`config.mk`:
```
export PLATFORM = sky130hd
export DESIGN_NAME = bdp_parity_err
export DESIGN_NICKNAME = d
export VERILOG_FILES = /design/src/bdp_pkg.sv /design/src/bdp_parity_err.sv
export SDC_FILE = /design/constraint.sdc
export NUM_CORES = 1
export LEC_CHECK = 0
export ABC_CLOCK_PERIOD_IN_PS = 2300
export BUFFER_PORTS_ARGS = -buffer_cell sky130_fd_sc_hd__buf_2
export CAP_MARGIN = 10
export CORE_ASPECT_RATIO = 1.25
export CORE_MARGIN = 4
export CORE_UTILIZATION = 40
export DETAILED_ROUTE_END_ITERATION = 7
export MAX_ROUTING_LAYER = met4
export PLACE_DENSITY = 0.86
export SYNTH_ARGS = -nofsm -noshare
export SYNTH_HDL_FRONTEND = slang
export SYNTH_SLANG_ARGS = --single-unit
```
`constraint.sdc`:
```
create_clock -name sys_clk -period 2.3 [get_ports sys_clk]
set_clock_uncertainty 0.05 [all_clocks]
set_input_delay 0.23 -clock sys_clk [delete_from_list [all_inputs] [get_ports sys_clk]]
set_output_delay 0.23 -clock sys_clk [all_outputs]
set_load 0.02 [all_outputs]
```
`src/bdp_pkg.sv`:
```
`default_nettype none

package bdp_pkg;

    // Kind of the transaction that owns a data phase
    typedef enum logic [1:0] {
        KIND_READ,
        KIND_POSTED,
        KIND_DELAYED
    } bdp_kind_e;

    // Direction of the transaction that owns a data phase
    localparam logic DIR_DOWN = 1'b0;
    localparam logic DIR_UP = 1'b1;

    // Register port
    localparam int ADDR_W = 8;
    localparam int DATA_W = 32;
    localparam logic [7:0] CTRL_OFS = 8'h00;
    localparam logic [7:0] STAT_OFS = 8'h04;

    // Control register fields
    localparam int CTRL_PER_PRI_BIT = 0;
    localparam int CTRL_SERR_EN_BIT = 1;
    localparam int CTRL_PER_SEC_BIT = 2;

    // Status register fields, write one to clear
    localparam int STAT_MDPD_PRI_BIT = 0;
    localparam int STAT_MDPD_SEC_BIT = 1;
    localparam int STAT_SIG_SERR_BIT = 2;

    // Reset values
    localparam logic CTRL_RST = 1'b0;
    localparam logic STAT_RST = 1'b0;
    localparam logic PIN_IDLE_N = 1'b1;
    localparam logic [31:0] RDATA_IDLE = 32'h0000_0000;

    // Per-bus pipeline stage of one data phase
    typedef struct packed {
        logic valid;
        bdp_kind_e kind;
        logic dir;
        logic fwd_bad;
        logic par;
    } bdp_ctx_s;

endpackage

`default_nettype wire
```
`src/bdp_parity_err.sv`:
```
// Notes on behaviour
// - Secondary master parity bit only as secondary master
// - Secondary master parity bit needs secondary response
// - Set on sampled secondary error or own detection
// - Downstream secondary-bus errors only; never upstream
// - Primary error output: write target, read initiator
// - Primary error output needs primary response enable
// - Downstream delayed write: relay secondary error upstream
// - Secondary error output: write target, read initiator
// - Secondary error output needs secondary response enable
// - Upstream delayed write: relay primary error downstream
// - Posted write error on target bus raises system error
// - Not when bridge flagged it on initiator bus
// - System error needs both response enables
// - System error needs system error enable
// - Never system error for reads or delayed writes
// - Primary master parity bit only as primary master
// - System error also sets signaled system error bit
//
// The implementer's own choices: the placing of the registers and the plain strobed port.
`default_nettype none

module bdp_parity_err (
    // Clock and reset
    input wire logic sys_clk,
    input wire logic rst,
    // Register port
    input wire logic [7:0] reg_addr,
    input wire logic [31:0] reg_wdata,
    input wire logic reg_we,
    input wire logic reg_re,
    output logic [31:0] reg_rdata,
    // Primary bus data phase
    input wire logic pri_dp_valid,
    input wire bdp_pkg::bdp_kind_e pri_kind,
    input wire logic pri_dir,
    input wire logic pri_fwd_bad,
    input wire logic [31:0] pri_ad,
    input wire logic [3:0] pri_cbe_n,
    input wire logic pri_par,
    // Secondary bus data phase
    input wire logic sec_dp_valid,
    input wire bdp_pkg::bdp_kind_e sec_kind,
    input wire logic sec_dir,
    input wire logic sec_fwd_bad,
    input wire logic [31:0] sec_ad,
    input wire logic [3:0] sec_cbe_n,
    input wire logic sec_par,
    // Primary parity error pin
    input wire logic primary_parity_err_n_in,
    output logic primary_parity_err_n_out,
    output logic primary_parity_err_n_oe_n,
    // Secondary parity error pin
    input wire logic secondary_parity_err_n_in,
    output logic secondary_parity_err_n_out,
    output logic secondary_parity_err_n_oe_n,
    // Primary system error pin, open drain
    output logic primary_system_err_n_out,
    output logic primary_system_err_n_oe_n
);

    typedef struct packed {
        bdp_pkg::bdp_ctx_s p1;
        bdp_pkg::bdp_ctx_s p2;
        bdp_pkg::bdp_ctx_s s1;
        bdp_pkg::bdp_ctx_s s2;
        logic per_pri;
        logic per_sec;
        logic serr_en;
        logic mdpd_pri;
        logic mdpd_sec;
        logic sig_serr;
        logic p_perr_n;
        logic p_perr_oe_n;
        logic s_perr_n;
        logic s_perr_oe_n;
        logic serr_n;
        logic serr_oe_n;
        logic [31:0] rdata;
    } bdp_state_s;

    bdp_state_s state_q;
    bdp_state_s state_d;

    logic p_rx;
    logic s_rx;
    logic p_det;
    logic s_det;
    logic p_seen;
    logic s_seen;
    logic p_fire;
    logic s_fire;
    logic serr_fire;
    logic mdpd_pri_set;
    logic mdpd_sec_set;
    logic stat_wr;
    logic ctrl_wr;

    always_comb begin
        state_d = state_q;
        // Stage one: the data phase; parity for it arrives next cycle
        state_d.p1.valid = pri_dp_valid;
        state_d.p1.kind = pri_kind;
        state_d.p1.dir = pri_dir;
        state_d.p1.fwd_bad = pri_fwd_bad;
        state_d.p1.par = ^{pri_ad, pri_cbe_n};
        state_d.s1.valid = sec_dp_valid;
        state_d.s1.kind = sec_kind;
        state_d.s1.dir = sec_dir;
        state_d.s1.fwd_bad = sec_fwd_bad;
        state_d.s1.par = ^{sec_ad, sec_cbe_n};
        // Stage two: the cycle in which the receiver's error pin answers
        state_d.p2 = state_q.p1;
        state_d.s2 = state_q.s1;

        // Bridge receives data: write target or read initiator
        p_rx = (state_q.p1.dir == bdp_pkg::DIR_UP) ?
            (state_q.p1.kind == bdp_pkg::KIND_READ) :
            (state_q.p1.kind != bdp_pkg::KIND_READ);
        s_rx = (state_q.s1.dir == bdp_pkg::DIR_DOWN) ?
            (state_q.s1.kind == bdp_pkg::KIND_READ) :
            (state_q.s1.kind != bdp_pkg::KIND_READ);
        p_det = state_q.p1.valid && p_rx
            && (pri_par != state_q.p1.par);
        s_det = state_q.s1.valid && s_rx
            && (sec_par != state_q.s1.par);

        // Error pin of the far receiver, only where the bridge drove data
        p_seen = state_q.p2.valid && !primary_parity_err_n_in
            && ((state_q.p2.dir == bdp_pkg::DIR_UP) ?
                (state_q.p2.kind != bdp_pkg::KIND_READ) :
                (state_q.p2.kind == bdp_pkg::KIND_READ));
        s_seen = state_q.s2.valid && !secondary_parity_err_n_in
            && ((state_q.s2.dir == bdp_pkg::DIR_DOWN) ?
                (state_q.s2.kind != bdp_pkg::KIND_READ) :
                (state_q.s2.kind == bdp_pkg::KIND_READ));

        mdpd_pri_set = state_q.per_pri
            && ((p_det && state_q.p1.dir == bdp_pkg::DIR_UP)
                || (p_seen && state_q.p2.dir == bdp_pkg::DIR_UP));
        mdpd_sec_set = state_q.per_sec
            && ((s_det && state_q.s1.dir == bdp_pkg::DIR_DOWN)
                || (s_seen && state_q.s2.dir == bdp_pkg::DIR_DOWN));

        p_fire = state_q.per_pri
            && (p_det
                || (s_seen && state_q.per_sec
                    && state_q.s2.dir == bdp_pkg::DIR_DOWN
                    && state_q.s2.kind == bdp_pkg::KIND_DELAYED));
        s_fire = state_q.per_sec
            && (s_det
                || (p_seen && state_q.per_pri
                    && state_q.p2.dir == bdp_pkg::DIR_UP
                    && state_q.p2.kind == bdp_pkg::KIND_DELAYED));

        serr_fire = state_q.serr_en
            && state_q.per_pri && state_q.per_sec
            && ((p_seen && state_q.p2.dir == bdp_pkg::DIR_UP
                    && state_q.p2.kind == bdp_pkg::KIND_POSTED
                    && !state_q.p2.fwd_bad)
                || (s_seen && state_q.s2.dir == bdp_pkg::DIR_DOWN
                    && state_q.s2.kind == bdp_pkg::KIND_POSTED
                    && !state_q.s2.fwd_bad));

        // Pins: low for one cycle, then driven high one cycle before release
        state_d.p_perr_n = !p_fire;
        state_d.p_perr_oe_n = !(p_fire || !state_q.p_perr_n);
        state_d.s_perr_n = !s_fire;
        state_d.s_perr_oe_n = !(s_fire || !state_q.s_perr_n);
        // Open drain: never driven high
        state_d.serr_n = !serr_fire;
        state_d.serr_oe_n = !serr_fire;

        // Registers; a set in the clearing cycle wins
        ctrl_wr = reg_we && (reg_addr == bdp_pkg::CTRL_OFS);
        stat_wr = reg_we && (reg_addr == bdp_pkg::STAT_OFS);
        if (ctrl_wr) begin
            state_d.per_pri = reg_wdata[bdp_pkg::CTRL_PER_PRI_BIT];
            state_d.serr_en = reg_wdata[bdp_pkg::CTRL_SERR_EN_BIT];
            state_d.per_sec = reg_wdata[bdp_pkg::CTRL_PER_SEC_BIT];
        end
        state_d.mdpd_pri = mdpd_pri_set || (state_q.mdpd_pri
            && !(stat_wr && reg_wdata[bdp_pkg::STAT_MDPD_PRI_BIT]));
        state_d.mdpd_sec = mdpd_sec_set || (state_q.mdpd_sec
            && !(stat_wr && reg_wdata[bdp_pkg::STAT_MDPD_SEC_BIT]));
        state_d.sig_serr = serr_fire || (state_q.sig_serr
            && !(stat_wr && reg_wdata[bdp_pkg::STAT_SIG_SERR_BIT]));

        // Read data stand for one cycle only; unmapped reads give zero
        state_d.rdata = bdp_pkg::RDATA_IDLE;
        if (reg_re) begin
            if (reg_addr == bdp_pkg::CTRL_OFS) begin
                state_d.rdata[bdp_pkg::CTRL_PER_PRI_BIT] = state_q.per_pri;
                state_d.rdata[bdp_pkg::CTRL_SERR_EN_BIT] = state_q.serr_en;
                state_d.rdata[bdp_pkg::CTRL_PER_SEC_BIT] = state_q.per_sec;
            end else if (reg_addr == bdp_pkg::STAT_OFS) begin
                state_d.rdata[bdp_pkg::STAT_MDPD_PRI_BIT] = state_q.mdpd_pri;
                state_d.rdata[bdp_pkg::STAT_MDPD_SEC_BIT] = state_q.mdpd_sec;
                state_d.rdata[bdp_pkg::STAT_SIG_SERR_BIT] = state_q.sig_serr;
            end
        end
    end

    always_ff @(posedge sys_clk or posedge rst) begin
        if (rst) begin
            state_q <= '0;
            state_q.per_pri <= bdp_pkg::CTRL_RST;
            state_q.per_sec <= bdp_pkg::CTRL_RST;
            state_q.serr_en <= bdp_pkg::CTRL_RST;
            state_q.mdpd_pri <= bdp_pkg::STAT_RST;
            state_q.mdpd_sec <= bdp_pkg::STAT_RST;
            state_q.sig_serr <= bdp_pkg::STAT_RST;
            state_q.p_perr_n <= bdp_pkg::PIN_IDLE_N;
            state_q.p_perr_oe_n <= bdp_pkg::PIN_IDLE_N;
            state_q.s_perr_n <= bdp_pkg::PIN_IDLE_N;
            state_q.s_perr_oe_n <= bdp_pkg::PIN_IDLE_N;
            state_q.serr_n <= bdp_pkg::PIN_IDLE_N;
            state_q.serr_oe_n <= bdp_pkg::PIN_IDLE_N;
            state_q.rdata <= bdp_pkg::RDATA_IDLE;
        end else begin
            state_q <= state_d;
        end
    end

    assign reg_rdata = state_q.rdata;
    assign primary_parity_err_n_out = state_q.p_perr_n;
    assign primary_parity_err_n_oe_n = state_q.p_perr_oe_n;
    assign secondary_parity_err_n_out = state_q.s_perr_n;
    assign secondary_parity_err_n_oe_n = state_q.s_perr_oe_n;
    assign primary_system_err_n_out = state_q.serr_n;
    assign primary_system_err_n_oe_n = state_q.serr_oe_n;
endmodule // bdp_parity_err

`default_nettype wire

```
==> impl_metrics.ini <==
[floorplanning]
start_util_pct = 41.60
dieArea_sq_mm = 0.006559
chipWidth_um = 73.24
ioPinCount = 168
core_area_sq_mm = 0.005116
row_count = 29
dieHeight_um = 89.56

[cts]
clock_sinks = 36
root_buffer = clkbuf_8
htreeDepth = 2
insertion_delay_ns = 0.28
cts_tree = yes
numCtsBuffers = 5
clkTransAtPathRegs_ns = 0.06
ctsResizeCount = 0
clock_path_buffers = 2

[yosys]
ys_seq_area_share_pct = 42.62
async_reset_ff_share_pct = 100.0
syn-cell-area_sq_mm = 0.002128
synth_top_flop_cell = dfrtp_1
synthTopCellsByCount = xnor2_1, buf_4, dfrtp_1, xor2_1, nand2_1
synth_cell_types = 30
yosysWarnings = 0
synth.most_common_cell = xnor2_1
synth_edf_count = 0
synth_cells = 189
yosys-top-cells-area = dfrtp_1, xnor2_1, buf_4
yosysTopAreaCell = dfrtp_1
yosys.area.top_type_share_pct = 36.45
ys_ff_latch = 36
synth_area_per_cell_sq_um = 11.26

[timing]
timing.hold.ws_ns = -0.008709
setup_tns_ns = 0
setup_ws_ns = 0.7387
finalCriticalPeriod_ns = 1.561
slew_viol_final = 0
fmax_mhz = 640.5
rsz0062_at_grt = false
min_period_over_period_pct = 67.88
finalSetupViolations = 0
hold_viol_final = 31

[drt]
via_count = 1564
viasPerCell = 4.193
drtPass1Iterations = 4
drcViolationCount = 0
wirelength_mm = 3.934
drtIter0Drc = 24
drtAntennaViolNets = 0
wl_per_cell_um = 10.55

[setup_path]
crit_chain = or3b_2 > nor4b_1 > o2111ai_1 > nand2_1
critical_path.max_stage_delay_ns = 0.47
path_delay_family = simple AND/OR/NAND/NOR gates
crit_arrival_ns = 1.73
crit_slowest_cell = or3b_2
required_ns = 2.47
path_buf_inv = 0
end_kind = flip-flop
critPathKind = reg -> reg
critPathLaunchType = flip-flop
crit_path_max_fanout = 3

[status]
status = complete, but fails checks
violations = negative hold slack

[placed_design]
place_congestion = 0.7915
place_ws_ns = 0.4611
io_buffers = 109
placed_area_sq_mm = 0.002611
place_hpwl_mm = 3.434

[global_routing]
grt_util_all_layers_pct = 12.48
grt_overflow = 0
grt_max_degree = 37
grt_pass1_wl_mm = 6.189
grt_pass1_vias = 1563
antenna_found_initial = 0

[final_layout]
final_area_sq_mm = 0.002804
multi_input_area_sq_mm = 0.001070
drive_above_1_share_pct = 41.16
nFillCells = 467
seq_area_sq_um = 907.1
nets = 440
utilization_pct = 54.81
diodes = 0
area_growth_pct = 31.75

[job]
maxCapViolations = 0

[power]
p_per_area_mw_per_mm2 = 614.6
peakVddDrop_v = 0.0002433
leakage_nw = 1.347
totalPowerFinal_mw = 1.723

[worst_hold_path]
hp-class = in -> async
[cell type report]
class                           instances  area share (%)
Clock buffer                            6           2.945
Tap cell                               62           2.767
Timing Repair Buffer                  120           23.29
Inverter                                1          0.1339
Multi-Input combinational cell        146           38.15
Clock inverter                          2          0.3570
Sequential cell                        36           32.35
[placed cells by master (no fill, tap or decap), types with 3 or more instances in the layout]
master / instances
dfstp_2: 5
dlygate4sd3_1: 10
mux2i_1: 3
buf_2: 109
mux2_1: 3
and2_1: 3
nand2_1: 9
conb_1: 29
clkbuf_8: 6
dfrtp_1: 31
nor2_1: 6
xnor2_1: 58
xor2_1: 11
o21ai_0: 3
[power by group]
part / switching, mW / total [mW] / internal, mW
registers: 0.0242 / 0.711 / 0.687
clock network: 0.202 / 0.440 / 0.238
logic: 0.239 / 0.572 / 0.333
total: 0.465 / 1.72 / 1.26
[final timing paths]
kind / depth (start not counted) / end / startpoint / slack [ns]
worst max-delay path: 4 / state_q[38] / state_q[46] / 0.74
worst min-delay path: 3 / state_d[45] / rst / -0.009
worst max register to register: 4 / state_q[38] / state_q[46] / 0.74
worst min register to register: 0 / state_q[57] / state_d[57] / 0.30
max in group asynchronous: 3 / primary_parity_err_n_oe_n / rst / 1.88
min in group sys_clk: 2 / state_q[42] / reg_wdata[2] / 0.14
[through the flow]
| step | instances | hold slack (ns) |
|---|---|---|
| global route | 373 | 0.01840 |
| detailed placement | 355 | 0.2899 |
| floorplan | 217 | 0.2114 |
| CTS | 373 | 0.01008 |
| finish | 373 | -0.008709 |
| global placement | 355 | 0.2835 |
[logic make-up after synthesis]
| logic type | share of synthesized area [%] |
|---|---|
| XOR/XNOR | 30.51 |
| flip-flops | 42.62 |
| buffers and inverters | 12.05 |
| AND/OR/NAND/NOR | 8.466 |
| AO/OA/AOI/OAI | 3.174 |
| multiplexers | 2.998 |
| other | 0.1762 |
[per-layer routing]
metal	part of all wire (%)	up-vias	track usage [%]
met1	32	705	12.75
met2	57	68	22.54
li1	-	785	-
met3	9.8	6	3.937
met5	0	-	-
met4	1.2	0	3.859
[registers in the layout (all words and copies together), names as in the netlist]
register                     cells
secondary_parity_err_n_oe_n      1
state_d                         12
primary_system_err_n_out         1
state_q                         16
reg_rdata                        3
secondary_parity_err_n_out       1
primary_parity_err_n_out         1
primary_parity_err_n_oe_n        1
[worst register-to-register path, delay by kind of cell, from the launching register on]
family          cells  cell delay, ns
compound gates      1            0.21
flops               1            0.35
simple gates        3            0.89
[timing repair]
| item | CTS | global route |
|---|---|---|
| hold buffers | 10 | 0 |
| setup endpoints to repair | 0 | 0 |
| setup buffers | 0 | 0 |
| endpoints found under the hold margin | 10 | 0 |
(Power assumes the default switching activity.)
